==> config.mk <==
export PLATFORM = sky130hd
export DESIGN_NAME = css_sequencer
export DESIGN_NICKNAME = d
export VERILOG_FILES = /design/src/logic/css_pkg.sv /design/src/logic/css_bridge.sv /design/src/logic/css_sequencer.sv
export VERILOG_INCLUDE_DIRS = /design/src /design/src/logic
export SDC_FILE = /design/constraint.sdc
export NUM_CORES = 1
export LEC_CHECK = 0
export BUFFER_PORTS_ARGS = -buffer_cell sky130_fd_sc_hd__buf_2
export CAP_MARGIN = 40
export CORE_MARGIN = 1
export CORE_UTILIZATION = 56
export DETAILED_ROUTE_END_ITERATION = 10
export PLACE_DENSITY = 0.82
export SYNTH_ARGS = -nofsm -noshare
export SYNTH_HDL_FRONTEND = slang
export SYNTH_SLANG_ARGS = --single-unit
==> constraint.sdc <==
create_clock -name ref_clk -period 2.3 [get_ports ref_clk]
set_input_delay 0.46 -clock ref_clk [delete_from_list [all_inputs] [get_ports ref_clk]]
set_output_delay 0.46 -clock ref_clk [all_outputs]
set_load 0.1 [all_outputs]
==> src/logic/css_map.svh <==
// constants of the card session sequencer
`ifndef CSS_MAP_SVH
`define CSS_MAP_SVH

`define CSS_CLK_MHZ 100
`define CSS_POR_PULSE_MS 10
`define CSS_EDGE_DELAY_NS 200
`define CSS_T_OSC_PERIODS 64
`define CSS_HALF_T_LAST 5'h1f

`define CSS_AXI_AW 8
`define CSS_ADDR_CTRL 8'h00
`define CSS_ADDR_STATUS 8'h04
`define CSS_CTRL_HOLD_BIT 0
`define CSS_CTRL_RESET 1'h0
`define CSS_RESP_OKAY 2'h0
`define CSS_RESP_SLVERR 2'h2

`define CSS_ST_STATE_LO 0
`define CSS_ST_CARD_PRESENCE_IN_BIT 3
`define CSS_ST_FAULT_BIT 4
`define CSS_ST_RATIO_LO 5
`define CSS_ST_CLKRUN_BIT 7

`define CSS_DIV_BY8 2'h0
`define CSS_DIV_BY4 2'h1
`define CSS_DIV_BY2 2'h3
`define CSS_DIV_BY1 2'h2

`define CSS_HA_SUPPLY 4'h1
`define CSS_HA_BRIDGE 4'h8
`define CSS_HA_RSTEN 4'he
`define CSS_HD_CLKSTOP 4'h1
`define CSS_HD_BRIDGEOFF 4'h2
`define CSS_HD_SUPPLYOFF 4'h3
`define CSS_HD_DONE 4'ha

`endif

==> src/logic/css_pkg.sv <==
// types of the card session sequencer
`include "css_map.svh"
package css_pkg;
  typedef enum logic [2:0] {
    ST_OFFLINE, ST_INACTIVE, ST_ACTIVATING, ST_ACTIVE, ST_DEACTIVATING
  } css_state_t;

  typedef enum logic [1:0] {BR_IDLE, BR_WAIT, BR_LOW, BR_HIGH} css_bridge_state_t;

  typedef struct packed {
    logic awvalid;
    logic [`CSS_AXI_AW-1:0] awaddr;
    logic wvalid;
    logic [31:0] wdata;
    logic [3:0] wstrb;
    logic bready;
    logic arvalid;
    logic [`CSS_AXI_AW-1:0] araddr;
    logic rready;
  } css_axil_req_t;

  typedef struct packed {
    logic awready;
    logic wready;
    logic bvalid;
    logic [1:0] bresp;
    logic arready;
    logic rvalid;
    logic [31:0] rdata;
    logic [1:0] rresp;
  } css_axil_rsp_t;
endpackage : css_pkg

==> src/logic/css_bridge.sv <==
// one bidirectional host/card line bridge with edge arbitration
`timescale 1ns/100ps
`default_nettype none
`include "css_map.svh"
module css_bridge #(
  parameter int DELAY_CYCLES = (`CSS_EDGE_DELAY_NS * `CSS_CLK_MHZ) / 1000
) (
  // clock and reset
  input wire logic ref_clk,
  input wire logic rst_n,
  // control
  input wire logic enable,
  input wire logic ground,
  // host side line
  input wire logic hostIn,
  output logic hostOut,
  output logic hostOe,
  // card side line
  input wire logic cardIn,
  output logic cardOut,
  output logic cardOe
);
  logic hostMeta, hostSync, hostPrev, cardMeta, cardSync, cardPrev;
  logic masterHost_reg;
  logic [7:0] delayCnt_reg;
  css_pkg::css_bridge_state_t state_reg;
  logic masterLevel;

  always_ff @(posedge ref_clk or negedge rst_n) begin
    if (!rst_n) begin
      hostMeta <= 1'h1;
      hostSync <= 1'h1;
      hostPrev <= 1'h1;
      cardMeta <= 1'h1;
      cardSync <= 1'h1;
      cardPrev <= 1'h1;
    end else begin
      hostMeta <= hostIn;
      hostSync <= hostMeta;
      hostPrev <= hostSync;
      cardMeta <= cardIn;
      cardSync <= cardMeta;
      cardPrev <= cardSync;
    end
  end

  assign masterLevel = masterHost_reg ? hostSync : cardSync;

  always_ff @(posedge ref_clk or negedge rst_n) begin
    if (!rst_n) begin
      state_reg <= css_pkg::BR_IDLE;
      masterHost_reg <= 1'h0;
      delayCnt_reg <= 8'h00;
    end else if (!enable || ground) begin
      state_reg <= css_pkg::BR_IDLE;
      delayCnt_reg <= 8'h00;
    end else begin
      unique case (state_reg)
        css_pkg::BR_IDLE: begin
          delayCnt_reg <= 8'h00;
          // host wins a simultaneous fall; the slave's edges are not looked at after this
          if (hostPrev && !hostSync) begin
            masterHost_reg <= 1'h1;
            state_reg <= css_pkg::BR_WAIT;
          end else if (cardPrev && !cardSync) begin
            masterHost_reg <= 1'h0;
            state_reg <= css_pkg::BR_WAIT;
          end
        end
        css_pkg::BR_WAIT: begin
          delayCnt_reg <= delayCnt_reg + 8'h01;
          if (masterLevel) begin
            state_reg <= css_pkg::BR_IDLE;
          end else if (delayCnt_reg == 8'(DELAY_CYCLES - 1)) begin
            state_reg <= css_pkg::BR_LOW;
          end
        end
        css_pkg::BR_LOW: begin
          delayCnt_reg <= 8'h00;
          if (masterLevel) begin
            state_reg <= css_pkg::BR_HIGH;
          end
        end
        css_pkg::BR_HIGH: begin
          delayCnt_reg <= delayCnt_reg + 8'h01;
          if (delayCnt_reg == 8'(DELAY_CYCLES - 1)) begin
            state_reg <= css_pkg::BR_IDLE;
          end
        end
      endcase
    end
  end

  // idle leaves both lines to their pull-ups; grounding pulls only the card side
  always_ff @(posedge ref_clk or negedge rst_n) begin
    if (!rst_n) begin
      hostOut <= 1'h1;
      hostOe <= 1'h0;
      cardOut <= 1'h0;
      cardOe <= 1'h1;
    end else begin
      hostOut <= (state_reg == css_pkg::BR_HIGH);
      cardOut <= !ground && (state_reg == css_pkg::BR_HIGH);
      hostOe <= !ground && !masterHost_reg &&
                (state_reg == css_pkg::BR_LOW || state_reg == css_pkg::BR_HIGH);
      cardOe <= ground || (masterHost_reg &&
                (state_reg == css_pkg::BR_LOW || state_reg == css_pkg::BR_HIGH));
    end
  end
endmodule : css_bridge
`default_nettype wire

==> src/logic/css_sequencer.sv <==
// card session sequencer: supervisor, card clock divider, bridges, sequencing, AXI4-Lite
`timescale 1ns/100ps
`default_nettype none
`include "css_map.svh"
module css_sequencer #(
  parameter int POR_CYCLES = `CSS_POR_PULSE_MS * 1000 * 1000 * `CSS_CLK_MHZ / 1000,
  parameter int EDGE_CYCLES = (`CSS_EDGE_DELAY_NS * `CSS_CLK_MHZ) / 1000
) (
  // clock and reset
  input wire logic ref_clk,
  input wire logic rst_n,
  // register bus
  input wire css_pkg::css_axil_req_t axiReq,
  output css_pkg::css_axil_rsp_t axiRsp,
  // supply supervisor comparators
  input wire logic supplyAboveHigh,
  input wire logic supplyBelowLow,
  // host control pins
  input wire logic sessionRequestN,
  input wire logic hostResetIn,
  input wire logic clockDivideSel1,
  input wire logic clockDivideSel2,
  input wire logic oscillatorIn,
  output logic faultPresenceN,
  // card sense inputs
  input wire logic cardPresenceN,
  input wire logic cardPresenceIn,
  input wire logic vccOverload,
  input wire logic overTemp,
  // card power and control
  output logic boosterOutput,
  output logic cardSupplyOn,
  output logic cardClk,
  output logic cardReset,
  // bridged lines: bit 0 data, bit 1 aux a, bit 2 aux b
  input wire logic [2:0] hostLineIn,
  output logic [2:0] hostLineOut,
  output logic [2:0] hostLineOe,
  input wire logic [2:0] cardLineIn,
  output logic [2:0] cardLineOut,
  output logic [2:0] cardLineOe
);
  localparam int HALF_T_OSC = `CSS_T_OSC_PERIODS / 2;

  // two-stage synchronisers for every supervisor, host control and card sense pin
  localparam int NSYNC = 11;
  logic [NSYNC-1:0] pinRaw, pinMeta, pinSync;
  assign pinRaw = {supplyAboveHigh, supplyBelowLow, sessionRequestN, hostResetIn,
                   clockDivideSel1, clockDivideSel2, oscillatorIn, cardPresenceN,
                   cardPresenceIn, vccOverload, overTemp};
  always_ff @(posedge ref_clk or negedge rst_n) begin
    if (!rst_n) begin
      pinMeta <= '0;
      pinSync <= '0;
    end else begin
      pinMeta <= pinRaw;
      pinSync <= pinMeta;
    end
  end
  logic supHigh, supLow, sessReqN, hostRst, oscLvl, presN, card_presence_in, overload, hot;
  logic [1:0] selSync;
  assign {supHigh, supLow, sessReqN, hostRst} = pinSync[10:7];
  assign selSync = pinSync[6:5];
  assign {oscLvl, presN, card_presence_in, overload, hot} = pinSync[4:0];

  logic cardPresent, faultNow;
  assign cardPresent = !presN || card_presence_in;
  assign faultNow = !cardPresent || overload || hot;

  // oscillator edges and half-T ticks
  logic oscPrev, oscRise, halfTick;
  logic [4:0] htCnt_reg;
  always_ff @(posedge ref_clk or negedge rst_n) begin
    if (!rst_n) begin
      oscPrev <= 1'h0;
    end else begin
      oscPrev <= oscLvl;
    end
  end
  assign oscRise = oscLvl && !oscPrev;
  assign halfTick = oscRise && (htCnt_reg == 5'(HALF_T_OSC - 1));

  // power-on hold counter
  logic [31:0] porCnt_reg;
  logic porBusy;
  always_ff @(posedge ref_clk or negedge rst_n) begin
    if (!rst_n) begin
      porCnt_reg <= 32'h0;
    end else if (!supHigh) begin
      porCnt_reg <= 32'h0;
    end else if (porBusy) begin
      porCnt_reg <= porCnt_reg + 32'h1;
    end
  end
  assign porBusy = (porCnt_reg != 32'(POR_CYCLES));

  // registers
  logic ctrlHold_reg;
  css_pkg::css_state_t state_reg;
  logic faultLatched_reg, clkRun_reg;
  logic [1:0] ratio_reg;

  // sequencer
  logic [3:0] seqCnt_reg;
  logic rstHighAtStart_reg, rstEnabled_reg, bridgesOn_reg, groundCard_reg, hostRstPrev;
  logic startReq, stopReq;
  assign startReq = !sessReqN && cardPresent && !ctrlHold_reg && !porBusy && !supLow;
  assign stopReq = sessReqN || faultLatched_reg || faultNow || supLow || ctrlHold_reg;

  always_ff @(posedge ref_clk or negedge rst_n) begin
    if (!rst_n) begin
      htCnt_reg <= 5'h00;
    end else if (state_reg == css_pkg::ST_INACTIVE || state_reg == css_pkg::ST_ACTIVE) begin
      htCnt_reg <= 5'h00;
    end else if (state_reg == css_pkg::ST_ACTIVATING && stopReq) begin
      htCnt_reg <= 5'h00; // an aborted activation must not shorten the first T/2
    end else if (oscRise) begin
      htCnt_reg <= (htCnt_reg == `CSS_HALF_T_LAST) ? 5'h00 : htCnt_reg + 5'h01;
    end
  end

  always_ff @(posedge ref_clk or negedge rst_n) begin
    if (!rst_n) begin
      state_reg <= css_pkg::ST_OFFLINE;
      seqCnt_reg <= 4'h0;
      boosterOutput <= 1'h0;
      cardSupplyOn <= 1'h0;
      bridgesOn_reg <= 1'h0;
      groundCard_reg <= 1'h1;
      rstEnabled_reg <= 1'h0;
      clkRun_reg <= 1'h0;
      rstHighAtStart_reg <= 1'h0;
      hostRstPrev <= 1'h0;
    end else begin
      hostRstPrev <= hostRst;
      unique case (state_reg)
        css_pkg::ST_OFFLINE: begin
          if (!porBusy) begin
            state_reg <= css_pkg::ST_INACTIVE;
          end
        end
        css_pkg::ST_INACTIVE: begin
          if (porBusy || supLow) begin
            state_reg <= css_pkg::ST_OFFLINE;
          end else if (startReq) begin
            state_reg <= css_pkg::ST_ACTIVATING;
            boosterOutput <= 1'h1;
            groundCard_reg <= 1'h0;
            seqCnt_reg <= 4'h0;
            rstHighAtStart_reg <= hostRst;
          end
        end
        css_pkg::ST_ACTIVATING, css_pkg::ST_ACTIVE: begin
          if (stopReq) begin
            state_reg <= css_pkg::ST_DEACTIVATING;
            seqCnt_reg <= 4'h0;
            rstEnabled_reg <= 1'h0;
          end else if (state_reg == css_pkg::ST_ACTIVATING) begin
            if (halfTick) begin
              seqCnt_reg <= seqCnt_reg + 4'h1;
            end
            if (seqCnt_reg >= `CSS_HA_SUPPLY) begin
              cardSupplyOn <= 1'h1;
            end
            if (seqCnt_reg >= `CSS_HA_BRIDGE) begin
              bridgesOn_reg <= 1'h1;
              if (!rstHighAtStart_reg || (hostRstPrev && !hostRst)) begin
                clkRun_reg <= 1'h1;
              end
            end
            if (seqCnt_reg == `CSS_HA_RSTEN) begin
              rstEnabled_reg <= 1'h1;
              clkRun_reg <= 1'h1;
              state_reg <= css_pkg::ST_ACTIVE;
            end
          end
        end
        css_pkg::ST_DEACTIVATING: begin
          rstEnabled_reg <= 1'h0;
          if (halfTick) begin
            seqCnt_reg <= seqCnt_reg + 4'h1;
          end
          if (seqCnt_reg >= `CSS_HD_CLKSTOP) begin
            clkRun_reg <= 1'h0;
          end
          if (seqCnt_reg >= `CSS_HD_BRIDGEOFF) begin
            bridgesOn_reg <= 1'h0;
          end
          if (seqCnt_reg >= `CSS_HD_SUPPLYOFF) begin
            cardSupplyOn <= 1'h0;
          end
          if (seqCnt_reg == `CSS_HD_DONE) begin
            boosterOutput <= 1'h0;
            groundCard_reg <= 1'h1;
            state_reg <= css_pkg::ST_INACTIVE;
          end
        end
      endcase
    end
  end

  // card reset copies host reset only once enabled
  always_ff @(posedge ref_clk or negedge rst_n) begin
    if (!rst_n) begin
      cardReset <= 1'h0;
    end else begin
      cardReset <= rstEnabled_reg && hostRst && !stopReq;
    end
  end

  // fault memory: set wins over clear, cleared by the host ending the session
  always_ff @(posedge ref_clk or negedge rst_n) begin
    if (!rst_n) begin
      faultLatched_reg <= 1'h0;
      faultPresenceN <= 1'h0;
    end else begin
      if ((state_reg == css_pkg::ST_ACTIVATING || state_reg == css_pkg::ST_ACTIVE) &&
          faultNow) begin
        faultLatched_reg <= 1'h1;
      end else if (sessReqN) begin
        faultLatched_reg <= 1'h0;
      end
      // a supply drop deactivates but leaves this output alone
      faultPresenceN <= sessReqN ? cardPresent : !(faultLatched_reg || faultNow);
    end
  end

  // card clock divider; new ratio taken at a period boundary, or on every cycle while the clock is stopped
  logic [2:0] divCnt_reg, divLast, divHalf;
  always_comb begin
    divLast = 3'h0;
    divHalf = 3'h0;
    unique case (ratio_reg)
      `CSS_DIV_BY8: begin divLast = 3'h7; divHalf = 3'h3; end
      `CSS_DIV_BY4: begin divLast = 3'h3; divHalf = 3'h1; end
      `CSS_DIV_BY2: begin divLast = 3'h1; divHalf = 3'h0; end
      `CSS_DIV_BY1: begin divLast = 3'h0; divHalf = 3'h0; end
    endcase
  end
  always_ff @(posedge ref_clk or negedge rst_n) begin
    if (!rst_n) begin
      divCnt_reg <= 3'h0;
      cardClk <= 1'h0;
      ratio_reg <= `CSS_DIV_BY8;
    end else if (!clkRun_reg) begin
      divCnt_reg <= 3'h0;
      cardClk <= 1'h0;
      ratio_reg <= selSync;
    end else if (ratio_reg == `CSS_DIV_BY1) begin
      cardClk <= oscLvl;
      if (oscRise) begin
        ratio_reg <= selSync;
      end
    end else if (oscRise) begin
      if (divCnt_reg == divLast) begin
        divCnt_reg <= 3'h0;
        cardClk <= 1'h1;
        ratio_reg <= selSync;
      end else begin
        divCnt_reg <= divCnt_reg + 3'h1;
        if (divCnt_reg == divHalf) begin
          cardClk <= 1'h0;
        end
      end
    end
  end

  // line bridges
  genvar gi;
  generate
    for (gi = 0; gi < 3; gi++) begin : g_bridge
      css_bridge #(.DELAY_CYCLES(EDGE_CYCLES)) u_bridge (
        .ref_clk(ref_clk),
        .rst_n(rst_n),
        .enable(bridgesOn_reg),
        .ground(groundCard_reg),
        .hostIn(hostLineIn[gi]),
        .hostOut(hostLineOut[gi]),
        .hostOe(hostLineOe[gi]),
        .cardIn(cardLineIn[gi]),
        .cardOut(cardLineOut[gi]),
        .cardOe(cardLineOe[gi])
      );
    end
  endgenerate

  // AXI4-Lite slave: one write and one read in flight
  logic awReady_reg, wReady_reg, bValid_reg, arReady_reg, rValid_reg, awHave_reg, wHave_reg;
  logic [`CSS_AXI_AW-1:0] awAddr_reg;
  logic [31:0] wData_reg, rData_reg;
  logic [3:0] wStrb_reg;
  logic [1:0] bResp_reg, rResp_reg;
  always_ff @(posedge ref_clk or negedge rst_n) begin
    if (!rst_n) begin
      awReady_reg <= 1'h1;
      wReady_reg <= 1'h1;
      bValid_reg <= 1'h0;
      awHave_reg <= 1'h0;
      wHave_reg <= 1'h0;
      awAddr_reg <= '0;
      wData_reg <= 32'h0;
      wStrb_reg <= 4'h0;
      bResp_reg <= `CSS_RESP_OKAY;
      ctrlHold_reg <= `CSS_CTRL_RESET;
    end else begin
      if (awReady_reg && axiReq.awvalid) begin
        awReady_reg <= 1'h0;
        awHave_reg <= 1'h1;
        awAddr_reg <= axiReq.awaddr;
      end
      if (wReady_reg && axiReq.wvalid) begin
        wReady_reg <= 1'h0;
        wHave_reg <= 1'h1;
        wData_reg <= axiReq.wdata;
        wStrb_reg <= axiReq.wstrb;
      end
      if (awHave_reg && wHave_reg && !bValid_reg) begin
        bValid_reg <= 1'h1;
        awHave_reg <= 1'h0;
        wHave_reg <= 1'h0;
        if (awAddr_reg == `CSS_ADDR_CTRL) begin
          bResp_reg <= `CSS_RESP_OKAY;
          if (wStrb_reg[0]) begin
            ctrlHold_reg <= wData_reg[`CSS_CTRL_HOLD_BIT];
          end
        end else begin
          bResp_reg <= (awAddr_reg == `CSS_ADDR_STATUS) ? `CSS_RESP_OKAY : `CSS_RESP_SLVERR;
        end
      end
      if (bValid_reg && axiReq.bready) begin
        bValid_reg <= 1'h0;
        awReady_reg <= 1'h1;
        wReady_reg <= 1'h1;
      end
    end
  end

  logic [31:0] statusWord;
  always_comb begin
    statusWord = 32'h0;
    statusWord[`CSS_ST_STATE_LO +: 3] = state_reg;
    statusWord[`CSS_ST_CARD_PRESENCE_IN_BIT] = cardPresent;
    statusWord[`CSS_ST_FAULT_BIT] = faultLatched_reg;
    statusWord[`CSS_ST_RATIO_LO +: 2] = ratio_reg;
    statusWord[`CSS_ST_CLKRUN_BIT] = clkRun_reg;
  end
  always_ff @(posedge ref_clk or negedge rst_n) begin
    if (!rst_n) begin
      arReady_reg <= 1'h1;
      rValid_reg <= 1'h0;
      rData_reg <= 32'h0;
      rResp_reg <= `CSS_RESP_OKAY;
    end else if (arReady_reg && axiReq.arvalid) begin
      arReady_reg <= 1'h0;
      rValid_reg <= 1'h1;
      rResp_reg <= `CSS_RESP_OKAY;
      if (axiReq.araddr == `CSS_ADDR_CTRL) begin
        rData_reg <= {31'h0, ctrlHold_reg};
      end else if (axiReq.araddr == `CSS_ADDR_STATUS) begin
        rData_reg <= statusWord;
      end else begin
        rData_reg <= 32'h0;
        rResp_reg <= `CSS_RESP_SLVERR;
      end
    end else if (rValid_reg && axiReq.rready) begin
      rValid_reg <= 1'h0;
      arReady_reg <= 1'h1;
    end
  end
  assign axiRsp = '{awready: awReady_reg, wready: wReady_reg, bvalid: bValid_reg,
                    bresp: bResp_reg, arready: arReady_reg, rvalid: rValid_reg,
                    rdata: rData_reg, rresp: rResp_reg};
endmodule : css_sequencer
`default_nettype wire

==> impl_results.md <==
* Critical Path End Type: flip-flop
* Min Tclk post-route at 2.23 ns
* Synth Area in Compound Gates at 0.0938
* First-pass GRT wire length at 26.5 mm
* Gpl congestion at roughly 0.83
* Share of cells above drive strength 1 at 0.225
* Max Root-Sink Buffers at 2
* WL met2 at 8.05 mm
* Htree depth at 4
* Final wirelength at about 15 mm
* GRT overflow at 0
* Combinational share of power at 0.136
* Slew headroom at 0.469
* CP max stage delay at approximately 0.55 ns
* Most common cell in the netlist: dfrtp_1
* Max FFs per register at 32
* Antenna Violating Nets Remaining at 0
* Post-synth EDFFs at 0
* Via count at about 5500
* Reg2Reg Setup Slack at 0.07 ns
* Total Routing Usage GR at 0.232
* Post-synth top area cell: dfrtp_1
* Vias per cell at 5.59
* Yosys reg bits at around 180
* Number of global-route vias before repair at 5592
* Clk pwr share at 0.398
* I/O Pins at 134
* Launching element type of the critical path: flip-flop
* Initial Util at 0.572
* Postcts setup bufs at 0
* Switching share of total power at 0.293
* Post-route cell area at approximately 9000 sq um
* Peak supply drop at 0.000590 V
* Worst hold endpoint: g_bridge[0].u_bridge.hostMeta
* Crit-path cells: or4_4 -> nor4_4 -> nor2_2 -> nor4_2 -> mux2_1
* DR top layer: met4
* Drt pass-1 iters at 5
* Asr flop ratio synth at 1.00
* Worst R2R Start: faultLatched_reg
* Post-cts hold buffer count at 1
* Site Rows at 43
* Clk_lat worst skew at 0.43 ns
* Largest net degree at the start of global routing at 60
* Die W at 121 microns
* Final setup fails at 0
* Register area share after synthesis at 0.556
* Largest family of logic cells by synthesized area: simple AND/OR/NAND/NOR gates
* Met1 wire length at 6.60 mm
* Post-layout util at 0.649
* Cell total after placement at approximately 950
* Critical Path AT at 2.54 ns
* Cells after Synth at 722
* CTS tree: done
* Post-Synth XOR/XNOR Area at 0.0452
* Layout Cells excl Fill at 985
* Adder-cell share of the synthesized area at 0.0189
* Core area at 13900 sq um
* Max frequency at 448 MHz
* IO Port Bufs at 73
* Worst slew pin tran at 0.795 ns
* Die area at 14700 sq um
* Total power at 7.50 mW
* Lkg Pwr at 4.11 nW
* Met3 Routed Length at 548 microns
* Ys Warns at 0
* Crit Path Max Fanout at 4
* Slew Viols, Final at 0
* Area post-placement at 8370 sq um
* CTS buffer count at 17
* HPWL Detailed at 10.6 mm
* Share of the synthesized area in the top cell type at 0.463
* Final period util at 0.971
* Hold path startpoint: hostLineIn[0]
* Status: completed
* Initial antenna violation count at 0
* Avg Cell Area, Syn at 11.0 sq um
* Main flop type after synthesis: dfrtp_1
* Post-synthesis simple-gate area fraction at 0.194
* CP Class: reg -> reg
* Mapped Area at 7940 sq um
* Internal Pwr Total at 5.30 mW
* Sequential Power Share at 0.466
* Final Skew at 0.00944 ns
* Mux cell area share after synthesis at 0.0293
* FF-to-FF path depth at 5
* Wire per inst at 15.6 microns
* Switching power at 2.20 mW
* MaxCap Viol Count at 0
* DRC at 0
* Netlist cell types at 68
* Area growth from synthesis to layout at 13.4%
* Worst min-delay path category: in -> reg
* Commonest cells in the synthesized netlist: dfrtp_1 (147), nand2_1 (46), nand3_1 (44)
* Power per cell area at 833 nW/um^2
* DRT iter0 DRCs at ~450
* Synth top area cells: dfrtp_1 (46%), dfstp_2 (9.3%), buf_4 (4.1%)
* Final hold vios at 0
* Worst EP required at 2.61 ns
* Slowest-stage cell, CP: or4_4
* Diodes inserted at 0
* # clock sinks at 175
* Hold depth at 1
* Setup_tns at 0 ns
* CTS root buf: clkbuf_16
* Fin nets at 880
* RSZ-0062 raised after global routing: no
* Post-CTS sizing at 0
* CTS clk-pin slew, worst paths at 0.07 ns
* Chip Height at 121 microns
* RR Endpoint: clkRun_reg
## logic make-up after synthesis
family / Yosys count
compound gates: 106
xor+xnor: 41
fa+ha+maj: 12
buf+inv: 88
flops: 175
mux: 21
other cells: 1
simple gates: 278
## worst max path at each step
stage | startpoint | end | cells after the start
3_3_place_gp | faultLatched_reg | bridgesOn_reg | 5
3_5_place_dp | faultLatched_reg | clkRun_reg | 5
2_1_floorplan | faultLatched_reg | clkRun_reg | 5
4_1_cts | pinSync[8] | clkRun_reg | 5
6_report | faultLatched_reg | clkRun_reg | 5
5_1_grt | porCnt_reg[0] | rstHighAtStart_reg | 6
## metrics by stage
| step | hold WS [ns] | worst slack, ns |
|---|---|---|
| 2_1_floorplan | 0.164 | 0.167 |
| 3_3_place_gp | 0.334 | 0.179 |
| 3_5_place_dp | 0.335 | 0.0883 |
| 4_1_cts | 0.115 | 0.0729 |
| 5_1_grt | 0.111 | 0.0315 |
| 6_report | 0.128 | 0.0665 |
## cell usage in the layout (no fill, tap or decap), drive strengths merged, types with 5 or more instances in the layout
cell    count
o41ai       7
a21oi      19
nand4      14
a22o       12
ha         12
nor3       15
dfstp      28
dfrtp     147
conb       26
nor2       44
buf        89
o211ai      9
xnor2      19
nand2b     20
and2       24
o21ai      22
a211oi      5
nor3b      11
nand2      46
inv        30
clkbuf     19
nor4       11
and3       14
nor4b       7
nand3      44
o31ai       7
nor2b       8
mux2       18
xor2       22
## area by class of cell
| cell class | count | area [sq um] |
|---|---|---|
| fillers | 1031 | 4880 |
| flip-flops and latches | 175 | 4410 |
| multi-input cells | 484 | 3130 |
| repair buffers | 90 | 527 |
| clock buffers | 19 | 453 |
| well taps | 180 | 225 |
| clock inverters | 13 | 168 |
| inverters | 24 | 90.1 |
## metal layers
layer,vias to the layer above,global-route usage
met4,0,0.0741
met1,2749,0.292
met3,19,0.0508
li1,2617,-
met5,-,0
met2,118,0.399
## power by group through the flow
stage / sequential [mW] / clock [mW] / combinational (mW)
after floorplan: 3.63 / 0 / 0.754
after global placement: 3.53 / 0 / 0.989
after detailed placement: 3.55 / 0 / 1.02
after CTS: 3.50 / 3.02 / 1.03
after global routing: 3.52 / 3.16 / 1.10
final: 3.49 / 2.99 / 1.02
## worst max-delay path, delay by kind of cell, from the launching register on
| family | cells | cell delay, ns |
|---|---|---|
| mux | 1 | 0.37 |
| simple gates | 4 | 1.33 |
| flops | 1 | 0.41 |
No activity file was read; power rests on OpenSTA's default activity.
